===== src/hdl/urf_pkg.sv =====
// Package for the receive FIFO status flag block: register map, field layout, resets, timing.
// Assumes a 32-bit AXI4-Lite register bus and a single 50 MHz clock.
package urf_pkg;

	// ==========================================================================
	// Register offsets (byte addresses).
	// ==========================================================================
	localparam logic [7:0] ADDR_STATUS  = 8'h00;
	localparam logic [7:0] ADDR_CONTROL = 8'h04;
	localparam logic [7:0] ADDR_COUNT   = 8'h08;
	localparam logic [7:0] ADDR_DATA    = 8'h0C;
	localparam logic [7:0] ADDR_IRQ_ST  = 8'h10;
	localparam logic [7:0] ADDR_IRQ_MSK = 8'h14;
	localparam logic [7:0] ADDR_BAUD    = 8'h18;

	// ==========================================================================
	// Field positions, FIFO depth and count width.
	// ==========================================================================
	localparam int BIT_IDLE     = 0;
	localparam int BIT_TRIG     = 1;
	localparam int BIT_SEL_LO   = 0;
	localparam int BIT_SEL_HI   = 1;
	localparam int BIT_SYNC     = 2;
	localparam int BIT_ENABLE   = 3;
	localparam int FIFO_DEPTH   = 16;
	localparam int CNT_W        = 5;

	// ==========================================================================
	// Reset values, timing and response codes.
	// ==========================================================================
	localparam logic [31:0] CONTROL_RESET = 32'h0000_0008;
	localparam logic [15:0] BAUD_RESET    = 16'h01B2;
	localparam int          IDLE_ETU      = 15;
	localparam logic [1:0]  RESP_OKAY     = 2'h0;
	localparam logic [1:0]  RESP_SLVERR   = 2'h2;

	// Trigger level for each code of the two select bits.
	function automatic logic [CNT_W-1:0] urf_trig_level(input logic [1:0] sel);
		case (sel)
			2'h0: urf_trig_level = 5'h01;
			2'h1: urf_trig_level = 5'h04;
			2'h2: urf_trig_level = 5'h08;
			default: urf_trig_level = 5'h0E;
		endcase
	endfunction

	// Received character carrier.
	typedef struct packed {
		logic       valid;
		logic [7:0] data;
		logic       stop;
	} urf_char_t;

endpackage


===== src/hdl/urf_top.sv =====
// Receive FIFO with trigger and idle status flags behind an AXI4-Lite slave.
// Assumes one 50 MHz clock, synchronous active-high reset, and an asynchronous serial line on rx_pin.
//
// Overview of operation
// - Set trigger flag when a stored character makes count exceed trigger level.
// - Reset clears the trigger flag to zero.
// - Trigger flag clears after read-one, write-zero, then draining below trigger level.
// - Reading an empty FIFO returns undefined data, no prior value kept.
// - Report receive entry count in low eight bits of count register.
// - Async mode: set idle flag below trigger level after 15 bit times quiet.
// - Synchronous mode never sets the idle flag.
// - Reset clears the idle flag to zero.
// - Idle flag clears after read-one, write-zero, then FIFO fully emptied.
// - Idle timeout equals one and a half 8N1 frames.
// - Only a written zero acts on the flags; a written one changes nothing.
`timescale 1ns/1ns
`default_nettype none
module urf_top
	import urf_pkg::*;
#(
	parameter int DEPTH = FIFO_DEPTH
) (
	// Clock and reset.
	input  wire logic        clk,
	input  wire logic        reset,
	// AXI4-Lite write address and data.
	input  wire logic [7:0]  s_axi_awaddr,
	input  wire logic        s_axi_awvalid,
	output logic             s_axi_awready,
	input  wire logic [31:0] s_axi_wdata,
	input  wire logic [3:0]  s_axi_wstrb,
	input  wire logic        s_axi_wvalid,
	output logic             s_axi_wready,
	// AXI4-Lite write response.
	output logic [1:0]       s_axi_bresp,
	output logic             s_axi_bvalid,
	input  wire logic        s_axi_bready,
	// AXI4-Lite read.
	input  wire logic [7:0]  s_axi_araddr,
	input  wire logic        s_axi_arvalid,
	output logic             s_axi_arready,
	output logic [31:0]      s_axi_rdata,
	output logic [1:0]       s_axi_rresp,
	output logic             s_axi_rvalid,
	input  wire logic        s_axi_rready,
	// Serial line and interrupt.
	input  wire logic        rx_pin,
	output logic             irq
);
	// ==========================================================================
	// State.
	// ==========================================================================
	typedef struct packed {
		logic [1:0]       sync;
		logic [CNT_W-1:0] wp;
		logic [CNT_W-1:0] rp;
		logic [CNT_W-1:0] cnt;
		logic             rx_trigger_flag;
		logic             rx_idle_flag;
		logic             trig_armed;
		logic             idle_armed;
		logic             trig_seen;
		logic             idle_seen;
		logic [3:0]       idle_bits;
		logic             idle_run;
		logic [31:0]      ctrl;
		logic [15:0]      baud;
		logic [1:0]       irq_st;
		logic [1:0]       irq_msk;
		logic             irq;
		logic             aw_got;
		logic             w_got;
		logic [7:0]       aw_addr;
		logic [31:0]      w_data;
		logic [3:0]       w_strb;
		logic             bvalid;
		logic [1:0]       bresp;
		logic             rvalid;
		logic [31:0]      rdata;
		logic [1:0]       rresp;
	} urf_top_st_t;

	urf_top_st_t s_reg, s_next;
	logic [7:0]  fifo_mem [DEPTH];
	logic        os_tick;
	logic        bit_tick;
	urf_char_t   rx_char;
	logic [CNT_W-1:0] trig_lvl;
	logic        push;
	logic        pop;
	logic        wr_fire;
	logic        rd_fire;

	// ==========================================================================
	// Serial front end.
	// ==========================================================================
	urf_baud_gen u_baud (
		.clk     (clk),
		.reset   (reset),
		.divisor (s_reg.baud),
		.os_tick (os_tick)
	);

	urf_rx_shift u_shift (
		.clk      (clk),
		.reset    (reset),
		.os_tick  (os_tick),
		.rx_line  (s_reg.sync[1]),
		.char_out (rx_char),
		.bit_tick (bit_tick)
	);

	// Trigger level and handshake strobes.
	assign trig_lvl = urf_trig_level({s_reg.ctrl[BIT_SEL_HI], s_reg.ctrl[BIT_SEL_LO]});
	assign push     = rx_char.valid && s_reg.ctrl[BIT_ENABLE] && (s_reg.cnt != CNT_W'(DEPTH));
	assign wr_fire  = s_reg.aw_got && s_reg.w_got && !s_reg.bvalid;
	assign rd_fire  = s_axi_arvalid && !s_reg.rvalid;
	assign pop      = rd_fire && (s_axi_araddr == ADDR_DATA) && (s_reg.cnt != '0);

	// Character storage; an empty read simply returns whatever sits at the read pointer.
	always_ff @(posedge clk) begin
		if (push)
			fifo_mem[s_reg.wp[3:0]] <= rx_char.data;
	end

	// ==========================================================================
	// Next state.
	// ==========================================================================
	always_comb begin
		logic [CNT_W-1:0] cnt_n;
		logic [1:0]       ev;
		cnt_n = s_reg.cnt;
		ev = 2'b00;
		s_next = s_reg;
		s_next.sync = {s_reg.sync[0], rx_pin};

		// FIFO pointers and count.
		if (push) begin
			s_next.wp = s_reg.wp + 5'h01;
		end
		if (pop) begin
			s_next.rp = s_reg.rp + 5'h01;
		end
		cnt_n = s_reg.cnt + CNT_W'(push) - CNT_W'(pop);
		s_next.cnt = cnt_n;

		// clear after drain: armed write-zero clears once count falls below level.
		if (s_reg.trig_armed && cnt_n < trig_lvl) begin
			s_next.rx_trigger_flag = 1'b0;
			s_next.trig_armed = 1'b0;
		end
		// clear after empty: armed write-zero clears once FIFO empties.
		if (s_reg.idle_armed && cnt_n == '0) begin
			s_next.rx_idle_flag = 1'b0;
			s_next.idle_armed = 1'b0;
		end

		// idle timer: restarts on stop bit, counts bit ticks only while nonempty.
		if (rx_char.valid) begin
			s_next.idle_bits = 4'h0;
			s_next.idle_run = 1'b1;
		end else if (s_reg.cnt == '0) begin
			s_next.idle_run = 1'b0;
		end else if (bit_tick && s_reg.idle_run && s_reg.idle_bits != 4'(IDLE_ETU)) begin
			s_next.idle_bits = s_reg.idle_bits + 4'h1;
		end

		// trigger set: stored count exceeds level; set wins over clear.
		if (push && cnt_n > trig_lvl) begin
			s_next.rx_trigger_flag = 1'b1;
			s_next.trig_armed = 1'b0;
			ev[BIT_TRIG] = 1'b1;
		end
		// idle set: 15 bit periods quiet below trigger level, async only.
		// sync mode: synchronous mode blocks the set entirely.
		if (!s_reg.ctrl[BIT_SYNC] && s_reg.idle_run && s_reg.idle_bits == 4'(IDLE_ETU)
			&& s_reg.cnt != '0 && s_reg.cnt < trig_lvl && !rx_char.valid) begin
			if (!s_reg.rx_idle_flag)
				ev[BIT_IDLE] = 1'b1;
			s_next.rx_idle_flag = 1'b1;
			s_next.idle_armed = 1'b0;
			s_next.idle_run = 1'b0;
		end

		// AXI write channels taken in either order.
		if (s_axi_awvalid && !s_reg.aw_got) begin
			s_next.aw_got = 1'b1;
			s_next.aw_addr = s_axi_awaddr;
		end
		if (s_axi_wvalid && !s_reg.w_got) begin
			s_next.w_got = 1'b1;
			s_next.w_data = s_axi_wdata;
			s_next.w_strb = s_axi_wstrb;
		end
		if (wr_fire) begin
			s_next.aw_got = 1'b0;
			s_next.w_got = 1'b0;
			s_next.bvalid = 1'b1;
			s_next.bresp = RESP_OKAY;
			if (s_reg.aw_addr == ADDR_STATUS) begin
				// zero only: a written zero after a read of one arms the clear.
				if (s_reg.w_strb[0] && !s_reg.w_data[BIT_TRIG] && s_reg.trig_seen && s_reg.rx_trigger_flag)
					s_next.trig_armed = 1'b1;
				if (s_reg.w_strb[0] && !s_reg.w_data[BIT_IDLE] && s_reg.idle_seen && s_reg.rx_idle_flag)
					s_next.idle_armed = 1'b1;
			end else if (s_reg.aw_addr == ADDR_CONTROL) begin
				if (s_reg.w_strb[0])
					s_next.ctrl[7:0] = s_reg.w_data[7:0];
			end else if (s_reg.aw_addr == ADDR_IRQ_ST) begin
				if (s_reg.w_strb[0])
					s_next.irq_st = s_reg.irq_st & ~s_reg.w_data[1:0];
			end else if (s_reg.aw_addr == ADDR_IRQ_MSK) begin
				if (s_reg.w_strb[0])
					s_next.irq_msk = s_reg.w_data[1:0];
			end else if (s_reg.aw_addr == ADDR_BAUD) begin
				if (s_reg.w_strb[0])
					s_next.baud[7:0] = s_reg.w_data[7:0];
				if (s_reg.w_strb[1])
					s_next.baud[15:8] = s_reg.w_data[15:8];
			end else if (s_reg.aw_addr != ADDR_COUNT && s_reg.aw_addr != ADDR_DATA) begin
				s_next.bresp = RESP_SLVERR;
			end
		end
		if (s_reg.bvalid && s_axi_bready)
			s_next.bvalid = 1'b0;

		// AXI read.
		if (rd_fire) begin
			s_next.rvalid = 1'b1;
			s_next.rresp = RESP_OKAY;
			s_next.rdata = 32'h0000_0000;
			if (s_axi_araddr == ADDR_STATUS) begin
				s_next.rdata[BIT_TRIG] = s_reg.rx_trigger_flag;
				s_next.rdata[BIT_IDLE] = s_reg.rx_idle_flag;
				s_next.trig_seen = s_reg.rx_trigger_flag;
				s_next.idle_seen = s_reg.rx_idle_flag;
			end else if (s_axi_araddr == ADDR_CONTROL) begin
				s_next.rdata = s_reg.ctrl;
			end else if (s_axi_araddr == ADDR_COUNT) begin
				// count field: entry count in the low eight bits.
				s_next.rdata[7:0] = 8'(s_reg.cnt);
			end else if (s_axi_araddr == ADDR_DATA) begin
				// empty read: value at read pointer, undefined by contract.
				s_next.rdata[7:0] = fifo_mem[s_reg.rp[3:0]];
			end else if (s_axi_araddr == ADDR_IRQ_ST) begin
				s_next.rdata[1:0] = s_reg.irq_st;
			end else if (s_axi_araddr == ADDR_IRQ_MSK) begin
				s_next.rdata[1:0] = s_reg.irq_msk;
			end else if (s_axi_araddr == ADDR_BAUD) begin
				s_next.rdata[15:0] = s_reg.baud;
			end else begin
				s_next.rresp = RESP_SLVERR;
			end
		end
		if (s_reg.rvalid && s_axi_rready)
			s_next.rvalid = 1'b0;

		// Sticky events win over the write-one clear above.
		s_next.irq_st = s_next.irq_st | ev;
		s_next.irq = |(s_next.irq_st & s_next.irq_msk);
	end

	// ==========================================================================
	// State register.
	// ==========================================================================
	// reset clear: both flags start at zero.
	always_ff @(posedge clk) begin
		if (reset) begin
			s_reg <= '{sync: 2'h3, ctrl: CONTROL_RESET, baud: BAUD_RESET, default: '0};
		end else begin
			s_reg <= s_next;
		end
	end

	// Outputs straight from flip-flops.
	assign s_axi_awready = !s_reg.aw_got;
	assign s_axi_wready  = !s_reg.w_got;
	assign s_axi_bvalid  = s_reg.bvalid;
	assign s_axi_bresp   = s_reg.bresp;
	assign s_axi_arready = !s_reg.rvalid;
	assign s_axi_rvalid  = s_reg.rvalid;
	assign s_axi_rdata   = s_reg.rdata;
	assign s_axi_rresp   = s_reg.rresp;
	assign irq           = s_reg.irq;

	// ==========================================================================
	// Checks.
	// ==========================================================================
	chk_trig_set_push: assert property (@(posedge clk) disable iff (reset)
		(push && (s_reg.cnt + 5'h01) > trig_lvl && !pop) |=> s_reg.rx_trigger_flag)
		else $error("trigger flag not set after count passed level");
	chk_trig_reset_zero: assert property (@(posedge clk) $past(reset) |-> !s_reg.rx_trigger_flag)
		else $error("trigger flag not zero after reset");
	chk_trig_clear_path: assert property (@(posedge clk) disable iff (reset)
		($fell(s_reg.rx_trigger_flag)) |-> $past(s_reg.trig_armed) && s_reg.cnt < trig_lvl)
		else $error("trigger flag cleared without armed drain");
	chk_count_field: assert property (@(posedge clk) disable iff (reset)
		(rd_fire && s_axi_araddr == ADDR_COUNT) |=> s_axi_rdata == {24'h0, 8'($past(s_reg.cnt))})
		else $error("count register does not show entry count");
	chk_idle_async_set: assert property (@(posedge clk) disable iff (reset)
		$rose(s_reg.rx_idle_flag) |-> $past(s_reg.idle_bits) == 4'(IDLE_ETU) && $past(s_reg.cnt) < trig_lvl)
		else $error("idle flag set before 15 quiet bit times");
	chk_idle_sync_never: assert property (@(posedge clk) disable iff (reset)
		($past(s_reg.ctrl[BIT_SYNC]) && !$past(s_reg.rx_idle_flag)) |-> !s_reg.rx_idle_flag)
		else $error("idle flag set in synchronous mode");
	chk_idle_reset_zero: assert property (@(posedge clk) $past(reset) |-> !s_reg.rx_idle_flag)
		else $error("idle flag not zero after reset");
	chk_idle_clear_empty: assert property (@(posedge clk) disable iff (reset)
		$fell(s_reg.rx_idle_flag) |-> s_reg.cnt == '0)
		else $error("idle flag cleared while FIFO not empty");
	chk_write_one_keeps: assert property (@(posedge clk) disable iff (reset)
		(wr_fire && s_reg.aw_addr == ADDR_STATUS && s_reg.w_data[BIT_TRIG] && !s_reg.trig_armed)
		|=> !s_reg.trig_armed)
		else $error("writing one armed the trigger clear");
endmodule // urf_top
`default_nettype wire


===== src/hdl/urf_rx_shift.sv =====
// Serial receiver: samples the line on a 16x oversample enable, emits one character per frame.
// Assumes the line is already synchronised and one stop bit of 8N1 framing.
`timescale 1ns/1ns
`default_nettype none
module urf_rx_shift
	import urf_pkg::*;
(
	// Clock and reset.
	input  wire logic      clk,
	input  wire logic      reset,
	// Oversample enable and synchronised line.
	input  wire logic      os_tick,
	input  wire logic      rx_line,
	// Received character and bit tick.
	output urf_char_t      char_out,
	output logic           bit_tick
);
	typedef enum logic [3:0] {
		ST_IDLE  = 4'b0001,
		ST_START = 4'b0010,
		ST_DATA  = 4'b0100,
		ST_STOP  = 4'b1000
	} urf_rx_state_t;

	typedef struct packed {
		urf_rx_state_t st;
		logic [3:0]    os;
		logic [2:0]    bits;
		logic [7:0]    sh;
		urf_char_t     ch;
		logic          bt;
	} urf_rx_t;

	urf_rx_t s_reg, s_next;

	// Next state: mid-bit sampling at oversample count 7 of start, 15 afterwards.
	always_comb begin
		s_next = s_reg;
		s_next.ch.valid = 1'b0;
		s_next.bt = 1'b0;
		if (os_tick) begin
			s_next.os = s_reg.os + 4'h1;
			if (s_reg.os == 4'hF)
				s_next.bt = 1'b1;
			case (s_reg.st)
				ST_IDLE: begin
					// The phase runs free while the line rests, so bit ticks keep the idle timer going.
					if (!rx_line) begin
						s_next.os = 4'h0;
						s_next.st = ST_START;
					end
				end
				ST_START: begin
					if (s_reg.os == 4'h7) begin
						s_next.os = 4'h0;
						s_next.bits = 3'h0;
						s_next.st = rx_line ? ST_IDLE : ST_DATA;
					end
				end
				ST_DATA: begin
					if (s_reg.os == 4'hF) begin
						s_next.sh = {rx_line, s_reg.sh[7:1]};
						s_next.bits = s_reg.bits + 3'h1;
						if (s_reg.bits == 3'h7)
							s_next.st = ST_STOP;
					end
				end
				default: begin
					if (s_reg.os == 4'hF) begin
						s_next.ch.valid = 1'b1;
						s_next.ch.data = s_reg.sh;
						s_next.ch.stop = rx_line;
						s_next.st = ST_IDLE;
					end
				end
			endcase
		end
	end

	// State register.
	always_ff @(posedge clk) begin
		if (reset) begin
			s_reg <= '{st: ST_IDLE, default: '0};
		end else begin
			s_reg <= s_next;
		end
	end

	assign char_out = s_reg.ch;
	assign bit_tick = s_reg.bt;
endmodule // urf_rx_shift
`default_nettype wire


===== src/hdl/urf_baud_gen.sv =====
// Baud divider: one-cycle 16x oversample enable pulse from a programmable divisor.
// Assumes the divisor is stable while characters are in flight.
`timescale 1ns/1ns
`default_nettype none
module urf_baud_gen
	import urf_pkg::*;
(
	// Clock and reset.
	input  wire logic        clk,
	input  wire logic        reset,
	// Divisor in clock cycles per oversample tick, minus one.
	input  wire logic [15:0] divisor,
	// Oversample enable.
	output logic             os_tick
);
	typedef struct packed {
		logic [15:0] cnt;
		logic        tick;
	} urf_bg_t;

	urf_bg_t s_reg, s_next;

	// Count down and pulse at zero.
	always_comb begin
		s_next = s_reg;
		s_next.tick = 1'b0;
		if (s_reg.cnt == 16'h0000) begin
			s_next.cnt = divisor;
			s_next.tick = 1'b1;
		end else begin
			s_next.cnt = s_reg.cnt - 16'h0001;
		end
	end

	// State register.
	always_ff @(posedge clk) begin
		if (reset)
			s_reg <= '0;
		else
			s_reg <= s_next;
	end

	assign os_tick = s_reg.tick;
endmodule // urf_baud_gen
`default_nettype wire


===== config.mk =====
export PLATFORM = sky130hd
export DESIGN_NAME = urf_top
export DESIGN_NICKNAME = d
export VERILOG_FILES = /design/src/hdl/urf_pkg.sv /design/src/hdl/urf_top.sv /design/src/hdl/urf_rx_shift.sv /design/src/hdl/urf_baud_gen.sv
export SDC_FILE = /design/constraint.sdc
export NUM_CORES = 1
export LEC_CHECK = 0
export ABC_AREA = 1
export BUFFER_PORTS_ARGS = -buffer_cell sky130_fd_sc_hd__buf_4
export CAP_MARGIN = 30
export CELL_PAD_IN_SITES_DETAIL_PLACEMENT = 1
export CELL_PAD_IN_SITES_GLOBAL_PLACEMENT = 1
export CORE_MARGIN = 5
export CORE_UTILIZATION = 40
export CTS_CLUSTER_DIAMETER = 150
export CTS_CLUSTER_SIZE = 28
export DETAILED_ROUTE_END_ITERATION = 6
export HOLD_SLACK_MARGIN = 0.03
export PLACE_DENSITY = 0.69
export SLEW_MARGIN = 30
export SYNTH_ARGS = -nofsm -noshare
export SYNTH_HDL_FRONTEND = slang
export SYNTH_SLANG_ARGS = --single-unit

===== constraint.sdc =====
create_clock -name clk -period 6.16 [get_ports clk]
set_input_delay 0 -clock clk [delete_from_list [all_inputs] [get_ports clk]]
set_output_delay 0 -clock clk [all_outputs]
set_load 0.005 [all_outputs]

==> run summary <==
Routed vias/inst - 5.07
Least-Margin Pin Slew - 911 ps
Clock buffer depth - 3
EDFF count, synth - 128
Int Power - 2.60 mW
Maxcap violations - 0
Worst-skew pair later-pin latency - 500 ps
Die width - 186 um
Cell Chain, Critical Path - inv_1 -> ha_1 -> nand4_1 -> nand2_1 -> inv_1 -> nor2_1 -> inv_1 -> nand2_1 -> ha_1 -> inv_1 -> fa_1 -> xnor2_1 -> ha_1 -> nand2_1 -> inv_1 -> a221oi_1 -> o211ai_1 -> nand2_1 -> nand2_1 -> nand2_1 -> nand2_1
Final Cell Area - 0.0138 mm2
Worst flop-to-flop path startpoint - s_reg[151]
Combinational share of power - 0.110
Leakage - 5.52 nW
Most used cell, CP - nand2_1
Gr usage total - 0.186
First-pass GRT wire length - 51200 um
Antenna Violating Nets Remaining - 0
Fillers - 3582
NetSw - 878 uW
Post-Syn Area per Cell - 8.74 um2
Crit-path slowest cell - fa_1
Clock Skews - 36.3 ps
Endpoints failing hold - 0
Most frequent cells in the layout - nand2_1 (285), nand3_1 (155), dfxtp_1 (152), nor2_1 (150), inv_1 (140)
Setup violators final - 0
DR WL/cell - 17.3 um
Die ar. - 0.0345 mm2
CTS tree - yes
Vias in the first global route - 9547
Rows - 64
Syn Inst Count - 1416
Distinct cell type count of the synthesized netlist - 49
Clock power frac - 0.308
Layout area overhead - 11.4%
Crit-path max cell delay - 400 ps
CP Launch Point - s_reg[151]
Residual DRC - 0
Data arrival time of the worst path - 4060 ps
Count of nets after finishing - 1555
Commonest non-fill, non-tap cell in the layout - nand2_1
Total grt overflow - 0
Max Slew Vio Count - 0
Synthesized cell area - 0.0124 mm2
DR iter-0 viols - 513
Minimum clock period - 3660 ps
Tcrit/Tclk final - 0.594
Root Buffer - clkbuf_16
Worst-path clk slew - 110 ps
Number of flip-flops in the largest register - 128
Initial antenna violation count - 0
CP required - 6560 ps
Share of cells above drive strength 1 - 0.0832
Synth Register Bits - 281
Ant diodes - 0
Syn. warnings - 0
Most used flip-flop cell after synthesis - dfxtp_1
Fmax - 273 MHz
P per Cell Area - 252 mW/mm2
Hold Path Class - primary input to register
Largest net degree at the start of global routing - 92
Hold Path Stages - 5
Area of the core - 0.0306 mm2
Unrepaired setup endpoints after global routing - no
Worst vdd ir - 0.000177 V
Endpoint, Worst Hold - s_reg[155]
1st-pass router iterations - 5
Post-CTS setup buffer count - 0
Initial core utilization - 0.404
Sequential Power Share - 0.582
R2r worst-path depth - 21
Hold path startpoint - s_axi_araddr[3]
IO buf count - 65
Worst setup EP type - register
DRT Wirelength - 32400 um
H-tree Lvls - 1
# IOs - 102
Critical path class - register to register
Worst slew margin - 0.390
Area after DPL - 0.0130 mm2
Clock sinks - 281
Synth async-reset ratio - 0
Worst-path fanout max - 8
Die Ht - 186 um
DR vias - 9505
Startpoint type of the worst setup path - register
Post-synthesis sequential area ratio - 0.558
RR Endpoint - irq
Setup TNS - 0 ps
Status - complete, no violations
Switching share of total power - 0.253
Routability Congestion - 0.818
R2r setup slk - 2500 ps
HPWL after DPL - 22000 um
CTS buffer count - 14
-- power groups by stage --
stage,registers [mW],logic (mW),clock network (mW)
after floorplan,2.05,0.273,0
after global placement,2.06,0.351,0
after detailed placement,2.06,0.360,0
after CTS,2.02,0.383,1.11
after global routing,2.03,0.438,1.17
final,2.02,0.383,1.07
-- worst max-delay path, delay by kind of cell, from the launching register on --
family                     cells  cell delay, ps
and+or+nand+nor                9             950
buffers and inverters          5             510
adders and majority gates      4            1030
DFF                            1             360
AOI/OAI and AO/OA              2             430
xor gates and xnor gates       1             280
-- cell type report --
class	instances	area, um2	area share
well taps	396	495	0.0359
inverters	149	564	0.0409
repair buffers	107	898	0.0652
flip-flops and latches	281	6910	0.501
multi-input cells	918	4490	0.325
clock inverters	1	30.0	0.00218
clock buffers	22	402	0.0291
-- synth_stat cells (5+ instances only) --
| library cell | number | share of area |
|---|---|---|
| o211ai_1 | 8 | 0.0049 |
| buf_4 | 37 | 0.022 |
| clkbuf_1 | 31 | 0.0094 |
| nor3_1 | 13 | 0.0053 |
| dfxtp_1 | 153 | 0.25 |
| buf_2 | 12 | 0.0049 |
| inv_1 | 141 | 0.043 |
| nor2_1 | 151 | 0.046 |
| nand4_1 | 12 | 0.0061 |
| xor2_1 | 5 | 0.0035 |
| o21ai_0 | 98 | 0.040 |
| a21oi_1 | 88 | 0.036 |
| inv_2 | 5 | 0.0015 |
| edfxtp_1 | 128 | 0.31 |
| nand2_1 | 285 | 0.086 |
| nand3_1 | 155 | 0.063 |
| a211oi_1 | 9 | 0.0055 |
| ha_1 | 23 | 0.023 |
| nor2_2 | 9 | 0.0046 |
-- worst max path at each step --
stage | to | slack [ps] | cells after the start
after floorplan | irq | 3040 | 22
after global placement | irq | 2620 | 21
after detailed placement | irq | 2540 | 21
after CTS | irq | 2490 | 21
after global routing | irq | 2150 | 21
final | irq | 2500 | 21
-- kinds of logic (layout without fill, tap and decap cells) --
logic type      after synthesis  after routing  synth area share
fa+ha+maj                    24             24            0.0249
flops                       281            281             0.558
simple gates                647            647             0.230
buf+inv                     234            279            0.0844
compound gates              220            220            0.0961
other cells                   1             18          0.000303
xor+xnor                      9              9           0.00637
-- per-layer routing --
| layer | wire length [um] | GRT usage |
|---|---|---|
| met2 | 15600 | 0.322 |
| met1 | 15300 | 0.259 |
| met4 | 392 | 0.0256 |
| met5 | 0 | 0 |
| met3 | 1000 | 0.0186 |
-- timing repair --
action | CTS | global route
hold endpoints to repair | 52 | 0
hold buffers | 38 | 0
resized for setup | 0 | 0
-- through the flow --
stage / utilization / hold slack [ps] / total power [mW] / instances / setup WS [ps]
2_1_floorplan: - / 104 / 2.33 / 1433 / 3040
3_3_place_gp: 0.424 / 184 / 2.41 / 1813 / 2620
3_5_place_dp: 0.424 / 188 / 2.42 / 1813 / 2540
4_1_cts: 0.451 / 30.6 / 3.51 / 1874 / 2490
5_1_grt: 0.451 / 71.1 / 3.64 / 1874 / 2150
6_report: 0.451 / 51.0 / 3.48 / 1874 / 2500
Note: power is estimated with default switching activity, not from simulation.
